===== src/design/rtcsp_pkg.sv =====
// Purpose: Constants for the serial slave port of the real-time-clock device.
// Assumes: Addresses are eight bits, the top bit being the direction bit.
package rtcsp_pkg;
	localparam int RTCSP_BYTE_W = 8;
	localparam int RTCSP_LOC_W = 7;
	localparam int RTCSP_DIR_BIT = 7;
	localparam logic [2:0] RTCSP_LAST_BIT = 3'h7;
	localparam logic [6:0] RTCSP_CLK_LAST = 7'h1F;
	localparam logic [6:0] RTCSP_CLK_FIRST = 7'h00;
	localparam logic [6:0] RTCSP_RAM_LAST = 7'h7F;
	localparam logic [6:0] RTCSP_RAM_FIRST = 7'h20;
	localparam logic [6:0] RTCSP_CTRL_LOC = 7'h0F;
	localparam logic [6:0] RTCSP_TRICKLE_LOC = 7'h11;
	localparam int RTCSP_LOCK_BIT = 6;
	localparam logic [7:0] RTCSP_TRICKLE_RST = 8'h00;
	localparam logic [3:0] RTCSP_CHARGER_KEY = 4'hA;
	localparam logic [1:0] RTCSP_DIODE_ONE = 2'h1;
	localparam logic [1:0] RTCSP_DIODE_TWO = 2'h2;
	localparam logic [1:0] RTCSP_RES_NONE = 2'h0;
	localparam int RTCSP_FIFO_DEPTH = 16;
	typedef enum logic [1:0] {
		RTCSP_ST_IDLE,
		RTCSP_ST_ADDR,
		RTCSP_ST_WRITE,
		RTCSP_ST_READ
	} rtcsp_state_t;
endpackage


===== src/design/rtcsp_fifo_if.sv =====
// Purpose: Carrier between the port logic and its write FIFO.
// Assumes: One clock domain on both sides.
// Notes: Valid and ready on both sides.
`timescale 1ns/1ps
interface rtcsp_fifo_if #(parameter int WIDTH = 15);
	logic in_valid;
	logic in_ready;
	logic [WIDTH-1:0] in_data;
	logic out_valid;
	logic out_ready;
	logic [WIDTH-1:0] out_data;
	modport fifo (input in_valid, in_data, out_ready, output in_ready, out_valid, out_data);
	modport user (output in_valid, in_data, out_ready, input in_ready, out_valid, out_data);
endinterface


===== src/design/rtcsp_fifo.sv =====
// Purpose: Synchronous FIFO for committed write bytes.
// Assumes: DEPTH is a power of two.
// Notes: Extra pointer bit gives honest full and empty.
`timescale 1ns/1ps
module rtcsp_fifo #(
	parameter int WIDTH = 15,
	parameter int DEPTH = 16
) (
	input wire logic core_clk,
	input wire logic sys_rst,
	rtcsp_fifo_if.fifo port
);
	localparam int AW = $clog2(DEPTH);
	logic [WIDTH-1:0] mem [DEPTH];
	logic [AW:0] wr_ptr_r;
	logic [AW:0] rd_ptr_r;
	wire full = (wr_ptr_r[AW] != rd_ptr_r[AW]) && (wr_ptr_r[AW-1:0] == rd_ptr_r[AW-1:0]);
	wire empty = (wr_ptr_r == rd_ptr_r);
	wire push = port.in_valid && !full;
	wire pop = port.out_ready && !empty;
	assign port.in_ready = !full;
	assign port.out_valid = !empty;
	assign port.out_data = mem[rd_ptr_r[AW-1:0]];
	always_ff @(posedge core_clk) begin
		if (push) begin
			mem[wr_ptr_r[AW-1:0]] <= port.in_data;
		end
	end
	always_ff @(posedge core_clk or posedge sys_rst) begin
		if (sys_rst) begin
			wr_ptr_r <= '0;
			rd_ptr_r <= '0;
		end else begin
			if (push) begin
				wr_ptr_r <= wr_ptr_r + 1'b1;
			end
			if (pop) begin
				rd_ptr_r <= rd_ptr_r + 1'b1;
			end
		end
	end
endmodule


===== src/design/rtcsp_port.sv =====
// Purpose: Serial slave port: SPI or three-wire, burst addressing, write gating.
// Assumes: Link clock well below core_clk; every pin is sampled through two flops.
// Notes: Register storage lives outside; reads via rd_*, writes leave through the FIFO.
`timescale 1ns/1ps
module rtcsp_port #(
	parameter logic LOCK_RST = 1'b1,
	parameter int FIFO_DEPTH = 16
) (
	input wire logic core_clk,
	input wire logic sys_rst,
	input wire logic interface_select_pin,
	input wire logic chip_enable,
	input wire logic shift_clk,
	input wire logic serial_in,
	output logic serial_out,
	output logic serial_out_oe,
	input wire logic primary_supply_low,
	input wire logic lithium_backup,
	output logic [rtcsp_pkg::RTCSP_BYTE_W-1:0] rd_addr,
	output logic rd_req,
	input wire logic [rtcsp_pkg::RTCSP_BYTE_W-1:0] rd_data,
	output logic wr_valid,
	input wire logic wr_ready,
	output logic [rtcsp_pkg::RTCSP_LOC_W-1:0] wr_addr,
	output logic [rtcsp_pkg::RTCSP_BYTE_W-1:0] wr_data,
	output logic wr_fifo_ready,
	output logic wr_overrun,
	output logic write_lock,
	output logic [1:0] resistor_select_field,
	output logic [3:0] charger_key_field,
	output logic [3:0] resistor_onehot,
	output logic charger_enable
);
	import rtcsp_pkg::*;

	localparam int FW = RTCSP_LOC_W + RTCSP_BYTE_W;
	localparam int NSYNC = 6;

	// Pin synchronisers; stage one feeds stage two only
	logic [NSYNC-1:0] meta_r;
	logic [NSYNC-1:0] sync_r;
	wire [NSYNC-1:0] pins_raw = {interface_select_pin, chip_enable, shift_clk, serial_in,
		primary_supply_low, lithium_backup};
	wire mode_s = sync_r[5];
	wire ce_s = sync_r[4];
	wire sclk_s = sync_r[3];
	wire sdi_s = sync_r[2];
	wire prim_low_s = sync_r[1];
	wire lith_s = sync_r[0];

	always_ff @(posedge core_clk or posedge sys_rst) begin
		if (sys_rst) begin
			meta_r <= '0;
			sync_r <= '0;
		end else begin
			meta_r <= pins_raw;
			sync_r <= meta_r;
		end
	end

	logic ce_d_r;
	logic sclk_d_r;
	logic spi_r;
	logic idle_r;
	rtcsp_state_t state_r;
	logic [2:0] bit_cnt_r;
	logic [7:0] shreg_r;
	logic [7:0] addr_r;
	logic [7:0] tx_r;
	logic tx_valid_r;
	logic rd_pend_r;
	logic rd_req_r;
	logic [7:0] rd_addr_r;
	logic so_r;
	logic oe_r;
	logic lock_r;
	logic [7:0] trickle_r;
	logic overrun_r;

	// Edge finding on the sampled link clock
	wire ce_rise = ce_s && !ce_d_r;
	wire sclk_rise = sclk_s && !sclk_d_r;
	wire sclk_fall = !sclk_s && sclk_d_r;
	// SPI strobes on the edge back to idle, shifts on the edge leaving it
	wire spi_strobe = idle_r ? sclk_rise : sclk_fall;
	wire spi_shift = idle_r ? sclk_fall : sclk_rise;
	wire strobe_edge = spi_r ? spi_strobe : sclk_rise;
	wire shift_edge = spi_r ? spi_shift : sclk_fall;
	wire in_xfer = ce_s && ce_d_r && (state_r != RTCSP_ST_IDLE);
	wire do_strobe = in_xfer && strobe_edge;
	wire do_shift = in_xfer && shift_edge;

	// Bit order per mode
	wire [7:0] msb_byte = {shreg_r[6:0], sdi_s};
	wire [7:0] lsb_byte = {sdi_s, shreg_r[7:1]};
	wire [7:0] in_byte = spi_r ? msb_byte : lsb_byte;
	wire byte_done = do_strobe && (bit_cnt_r == RTCSP_LAST_BIT);
	wire is_read_addr = !in_byte[RTCSP_DIR_BIT];

	// Auto increment with region wrap; top bit kept, so write wraps follow
	wire [6:0] loc = addr_r[6:0];
	wire [6:0] loc_plus = loc + 7'h01;
	wire [6:0] loc_next = (loc == RTCSP_CLK_LAST) ? RTCSP_CLK_FIRST :
		(loc == RTCSP_RAM_LAST) ? RTCSP_RAM_FIRST : loc_plus;
	wire [7:0] addr_next = {addr_r[7], loc_next};

	// Write gating
	wire supply_block = lith_s && prim_low_s;
	wire is_ctrl = (loc == RTCSP_CTRL_LOC);
	wire is_trickle = (loc == RTCSP_TRICKLE_LOC);
	wire wr_byte = byte_done && (state_r == RTCSP_ST_WRITE);
	wire lock_wr = wr_byte && !supply_block && is_ctrl;
	wire write_ok = wr_byte && !supply_block && !lock_r;
	wire trickle_wr = write_ok && is_trickle;

	rtcsp_fifo_if #(.WIDTH(FW)) fq ();

	rtcsp_fifo #(
		.WIDTH(FW),
		.DEPTH(FIFO_DEPTH)
	) u_fifo (
		.core_clk(core_clk),
		.sys_rst(sys_rst),
		.port(fq.fifo)
	);

	assign fq.in_valid = write_ok;
	assign fq.in_data = {loc, in_byte};
	assign fq.out_ready = wr_ready;
	assign wr_valid = fq.out_valid;
	assign wr_addr = fq.out_data[FW-1:RTCSP_BYTE_W];
	assign wr_data = fq.out_data[RTCSP_BYTE_W-1:0];
	assign wr_fifo_ready = fq.in_ready;

	// Read data source: internal copies override the outside bank
	wire [7:0] rd_loc_ctrl = {rd_data[7], lock_r, rd_data[5:0]};
	wire rd_is_trickle = (rd_addr_r[6:0] == RTCSP_TRICKLE_LOC);
	wire rd_is_ctrl = (rd_addr_r[6:0] == RTCSP_CTRL_LOC);
	wire [7:0] rd_value = rd_is_trickle ? trickle_r : (rd_is_ctrl ? rd_loc_ctrl : rd_data);
	wire [7:0] tx_shifted = spi_r ? {tx_r[6:0], 1'b0} : {1'b0, tx_r[7:1]};
	wire tx_bit = spi_r ? tx_r[7] : tx_r[0];

	always_ff @(posedge core_clk or posedge sys_rst) begin
		if (sys_rst) begin
			ce_d_r <= 1'b0;
			sclk_d_r <= 1'b0;
		end else begin
			ce_d_r <= ce_s;
			sclk_d_r <= sclk_s;
		end
	end

	// Transfer sequencer
	always_ff @(posedge core_clk or posedge sys_rst) begin
		if (sys_rst) begin
			state_r <= RTCSP_ST_IDLE;
			spi_r <= 1'b1;
			idle_r <= 1'b0;
			bit_cnt_r <= 3'h0;
			shreg_r <= 8'h00;
			addr_r <= 8'h00;
		end else if (!ce_s) begin
			state_r <= RTCSP_ST_IDLE;
			bit_cnt_r <= 3'h0;
		end else if (ce_rise) begin
			state_r <= RTCSP_ST_ADDR;
			spi_r <= mode_s;
			idle_r <= sclk_s;
			bit_cnt_r <= 3'h0;
		end else if (do_strobe) begin
			shreg_r <= in_byte;
			bit_cnt_r <= bit_cnt_r + 3'h1;
			if (byte_done) begin
				case (state_r)
					RTCSP_ST_ADDR: begin
						addr_r <= in_byte;
						state_r <= is_read_addr ? RTCSP_ST_READ : RTCSP_ST_WRITE;
					end
					RTCSP_ST_WRITE: begin
						addr_r <= addr_next;
					end
					RTCSP_ST_READ: begin
						addr_r <= addr_next;
					end
					default: begin
						state_r <= RTCSP_ST_IDLE;
					end
				endcase
			end
		end
	end

	// Read fetch: request at each byte boundary, load two cycles later
	always_ff @(posedge core_clk or posedge sys_rst) begin
		if (sys_rst) begin
			rd_req_r <= 1'b0;
			rd_addr_r <= 8'h00;
			rd_pend_r <= 1'b0;
		end else begin
			rd_req_r <= 1'b0;
			rd_pend_r <= rd_req_r && ce_s;
			if (byte_done && state_r == RTCSP_ST_ADDR && is_read_addr) begin
				rd_req_r <= 1'b1;
				rd_addr_r <= in_byte;
			end else if (byte_done && state_r == RTCSP_ST_READ) begin
				rd_req_r <= 1'b1;
				rd_addr_r <= addr_next;
			end
		end
	end

	// Output shifter; enable rises only once a whole byte is loaded
	always_ff @(posedge core_clk or posedge sys_rst) begin
		if (sys_rst) begin
			tx_r <= 8'h00;
			tx_valid_r <= 1'b0;
			so_r <= 1'b0;
			oe_r <= 1'b0;
		end else if (!ce_s || state_r != RTCSP_ST_READ) begin
			tx_valid_r <= 1'b0;
			oe_r <= 1'b0;
		end else if (rd_pend_r) begin
			tx_r <= rd_value;
			tx_valid_r <= 1'b1;
		end else if (do_shift && tx_valid_r) begin
			so_r <= tx_bit;
			tx_r <= tx_shifted;
			oe_r <= 1'b1;
		end
	end

	// Lock bit, charger register, overrun flag
	always_ff @(posedge core_clk or posedge sys_rst) begin
		if (sys_rst) begin
			lock_r <= LOCK_RST;
			trickle_r <= RTCSP_TRICKLE_RST;
			overrun_r <= 1'b0;
		end else begin
			if (lock_wr) begin
				lock_r <= in_byte[RTCSP_LOCK_BIT];
			end
			if (trickle_wr) begin
				trickle_r <= in_byte;
			end
			// Master cannot be stalled, so a byte meeting a full FIFO is lost and flagged
			if (write_ok && !fq.in_ready) begin
				overrun_r <= 1'b1;
			end else if (ce_rise) begin
				overrun_r <= 1'b0;
			end
		end
	end

	// Charger decode
	wire [1:0] diode_sel = trickle_r[3:2];
	wire diode_ok = (diode_sel == RTCSP_DIODE_ONE) || (diode_sel == RTCSP_DIODE_TWO);
	wire key_ok = (trickle_r[7:4] == RTCSP_CHARGER_KEY);
	wire res_ok = (trickle_r[1:0] != RTCSP_RES_NONE);

	genvar gi;
	generate
		for (gi = 0; gi < 4; gi++) begin : g_res
			assign resistor_onehot[gi] = (trickle_r[1:0] == 2'(gi));
		end
	endgenerate

	assign charger_enable = key_ok && diode_ok && res_ok;
	assign resistor_select_field = trickle_r[1:0];
	assign charger_key_field = trickle_r[7:4];
	assign serial_out = so_r;
	assign serial_out_oe = oe_r && ce_s;
	assign rd_req = rd_req_r;
	assign rd_addr = rd_addr_r;
	assign wr_overrun = overrun_r;
	assign write_lock = lock_r;
endmodule


===== config.mk =====
export PLATFORM = sky130hd
export DESIGN_NAME = rtcsp_port
export DESIGN_NICKNAME = d
export VERILOG_FILES = /design/src/design/rtcsp_pkg.sv /design/src/design/rtcsp_fifo_if.sv /design/src/design/rtcsp_fifo.sv /design/src/design/rtcsp_port.sv
export SDC_FILE = /design/constraint.sdc
export NUM_CORES = 1
export LEC_CHECK = 0
export ABC_AREA = 1
export BUFFER_PORTS_ARGS = -buffer_cell sky130_fd_sc_hd__buf_2
export CAP_MARGIN = 40
export CELL_PAD_IN_SITES_DETAIL_PLACEMENT = 1
export CELL_PAD_IN_SITES_GLOBAL_PLACEMENT = 1
export CORE_ASPECT_RATIO = 0.8
export CORE_MARGIN = 5
export CORE_UTILIZATION = 50
export CTS_CLUSTER_DIAMETER = 150
export CTS_CLUSTER_SIZE = 20
export DETAILED_ROUTE_END_ITERATION = 7
export PLACE_DENSITY = 0.82
export SYNTH_ARGS = -nofsm -noshare
export SYNTH_HDL_FRONTEND = slang
export SYNTH_SLANG_ARGS = --single-unit
export TNS_END_PERCENT = 10

===== constraint.sdc =====
create_clock -name core_clk -period 3.4 [get_ports core_clk]
set_input_delay 1.02 -clock core_clk [delete_from_list [all_inputs] [get_ports core_clk]]
set_output_delay 1.02 -clock core_clk [all_outputs]
set_load 0.005 [all_outputs]

==> results.yml <==
placed_design:
  finalWeightedCongestion: 0.8372
  numPortBuffers: 57
  dpl.hpwl_um: 24520
  placed_area_um2: 14270
hold_path:
  hp-class: "flop to flop"
route:
  first_iter_violations: 955
  vias: 9642
  routed_wl_um: 38850
  firstDrtPassIters: 5
  viasPerCell: 5.934
  wl_per_cell_um: 23.91
  drc: 0
  postRouteAntennaNets: 0
clock_tree:
  clock_latency_ns: 0.53
  htree_levels: 1
  path_clk_slew_ns: 0.09
  cts-root-buf: "clkbuf_16"
  numCtsBuffers: 19
  cts_tree: "yes"
  ctsHoldBuffers: 0
  cts_buffer_depth: 3
  cts.sinks: 318
finish:
  drive_gt1_share_pct: 13.33
  final_common_cell: "edfxtp_1"
  syn2layout_area_growth_pct: 11.21
  fin_area_um2: 14930
  antenna_cells: 0
  most-common-layout-cells: "edfxtp_1 (240), nor2_1 (178), nand2_1 (160)"
  fin_nets: 1281
  final.fill_count: 2841
synthesis:
  synth_edf_count: 240
  synth.top_cell.area_share_pct: 53.69
  async_flop_share_pct: 24.53
  synth.avg_cell_area_um2: 11.17
  synth_xor_area_share_pct: 0.9787
  yosys.area.top_type: "edfxtp_1"
  synth_flop_cell: "edfxtp_1"
  synth_top_family_by_area: "simple AND/OR/NAND/NOR gates"
  yosys-top-cells-area: "edfxtp_1 (54%), dfrtp_1 (14%), o21ai_0 (5.9%)"
  synth_area_um2: 13420
  synthMuxAreaShare_pct: 0
  yosys.area_share.simple_pct: 14.94
  ys_ff_latch: 318
  syn_inst: 1202
  yosys_warnings: 0
  ys_types: 41
  syn-num-nets: 1228
  synth_compound_area_share_pct: 10.65
  synthAdderAreaFrac_pct: 0.8389
  yosysSeqAreaShare_pct: 68.25
critical_path:
  critical_path.cell_chain: "buf_4 -> clkbuf_16 -> o21ai_0 -> o211ai_1 -> nand3_1 -> nand3_1 -> buf_2"
  crit_path_start_kind: "flop"
  crit_type: "flop to output pin"
  cp.required_ns: 2.38
  rrSetupSlack_ns: 0.47
  critPathMaxStageDelay_ns: 0.58
  arrival_ns: 2.36
  worst-path-max-fanout: 32
  cp_slowest_cell: "dfrtp_4"
  endpoint_kind: "output pin"
  crit_top_cell: "nand3_1"
timing:
  fin_crit_sh_pct: 99.47
  setup_violations: 0
  max_slew_margin_pct: 36.39
  worst_pin_slew_ns: 0.9541
  hold_viol_final: 0
  max_freq_mhz: 295.7
  rsz0062_at_grt: "yes"
  slew_violations: 0
  fin_skew_ns: 0.03277
  period_minus_slack_ns: 3.382
die:
  core_um2: 26390
  ioPinCount: 58
  row_count: 53
  start_util_pct: 50.86
  die_x_um: 193.2
  fp.dieH_um: 156.6
  dieArea_um2: 30240
global_route:
  overflow: 0
  track_usage_pct: 25.22
  antenna_found_initial: 0
  grt_pass1_vias: 10085
  grt_first_pass_wirelength_um: 58620
  grt_start_max_net_pins: 65
pwr:
  p_per_area_nw_per_um2: 676.8
  leakagePower_nw: 5.903
  peakVddDrop_uv: 406.1
  total_power_mw: 10.10
status:
  status: "finished, final reports clean"
run:
  max-cap-violations: 0
## registers in the layout (all words and copies together), names as in the netlist, 2 cells and up
| signal | cells |
|---|---|
| bit_cnt_r | 3 |
| rd_addr | 8 |
| shreg_r | 8 |
| tx_r | 8 |
| u_fifo.mem | 240 |
| state_r | 2 |
| u_fifo.rd_ptr_r | 5 |
| addr_r | 8 |
| trickle_r | 8 |
| u_fifo.wr_ptr_r | 5 |
| meta_r | 6 |
| sync_r | 6 |
## where the power goes
part / total (mW) / internal [mW] / switching, mW / leakage (nW)
registers: 4.45 / 4.31 / 0.138 / 3.46
logic: 3.30 / 1.11 / 2.19 / 2.18
clock network: 2.36 / 1.09 / 1.27 / 0.261
## final cells by class
| class | instances | area, µm² | share of cell area (%) |
|---|---|---|---|
| clock buffer | 33 | 538.0 | 3.604 |
| multi-input combinational | 745 | 3751 | 25.13 |
| sequential | 318 | 9169 | 61.42 |
| tap | 357 | 446.7 | 2.992 |
| timing repair buffer | 99 | 740.7 | 4.962 |
| inverter | 72 | 274.0 | 1.836 |
| clock inverter | 1 | 8.758 | 0.05867 |
## worst max-delay path, delay by kind of cell (launching register included)
family / cells / cell delay [ns]
flops: 1 / 0.58
buf+inv: 3 / 0.51
simple gates: 2 / 0.28
compound gates: 2 / 0.44
## per-layer routing
metal | global-route usage, % | vias up | part of all wire (%)
li1 | - | 4289 | -
met1 | 34.90 | 4911 | 41
met2 | 43.02 | 373 | 50
met3 | 2.988 | 69 | 6.3
met4 | 6.336 | 0 | 3.0
met5 | 0 | - | 0
## path summary, 6_finish.rpt
path	startpoint	end	cells past startpoint
setup / recovery	u_fifo.rd_ptr_r[0]	wr_data[0]	7
hold / removal	meta_r[4]	sync_r[4]	0
setup reg to reg	spi_r	u_fifo.mem[1][2]	9
hold reg to reg	meta_r[4]	sync_r[4]	0
max in group asynchronous	sys_rst	write_lock	3
min in group asynchronous	sys_rst	meta_r[4]	2
## Yosys cell counts (5+ instances only)
cell type  count
nand2_1      160
buf_1          7
clkbuf_1      45
o22ai_1       30
edfxtp_1     240
o21ai_0      158
buf_4          9
dfrtp_1       76
o211ai_1      32
nor3_1        17
or2_2          5
a21oi_1       13
xor2_1        11
nand3_1       94
inv_1         66
o21ai_2        8
nor2_1       179
ha_1           9
## cells by family after synthesis
kind of cell	count (synthesis)
AND/OR/NAND/NOR	471
AO/OA/AOI/OAI	250
adder cells (fa/ha/maj)	9
flip-flops	318
XOR/XNOR	15
buffers and inverters	139
## timing repair
| action | CTS | global route |
|---|---|---|
| resized for setup | 6 | 6 |
| setup endpoints to repair | 3 | 15 |
| setup buffers | 0 | 2 |
| cloned | 1 | 1 |
## through the flow
stage	setup WS (ns)	setup TNS [ns]	cells	hold WS (ns)	util, %
after global routing	-0.1408	-0.2013	1625	0.3593	56.56
after detailed placement	0.3853	0	1587	0.3363	54.06
after floorplan	0.3883	0	1202	0.3312	-
final	0.01806	0	1625	0.3544	56.56
after global placement	0.6216	0	1586	0.3333	53.99
after CTS	0.007032	0	1622	0.3548	56.34
Note: power is estimated with default switching activity, not from simulation.
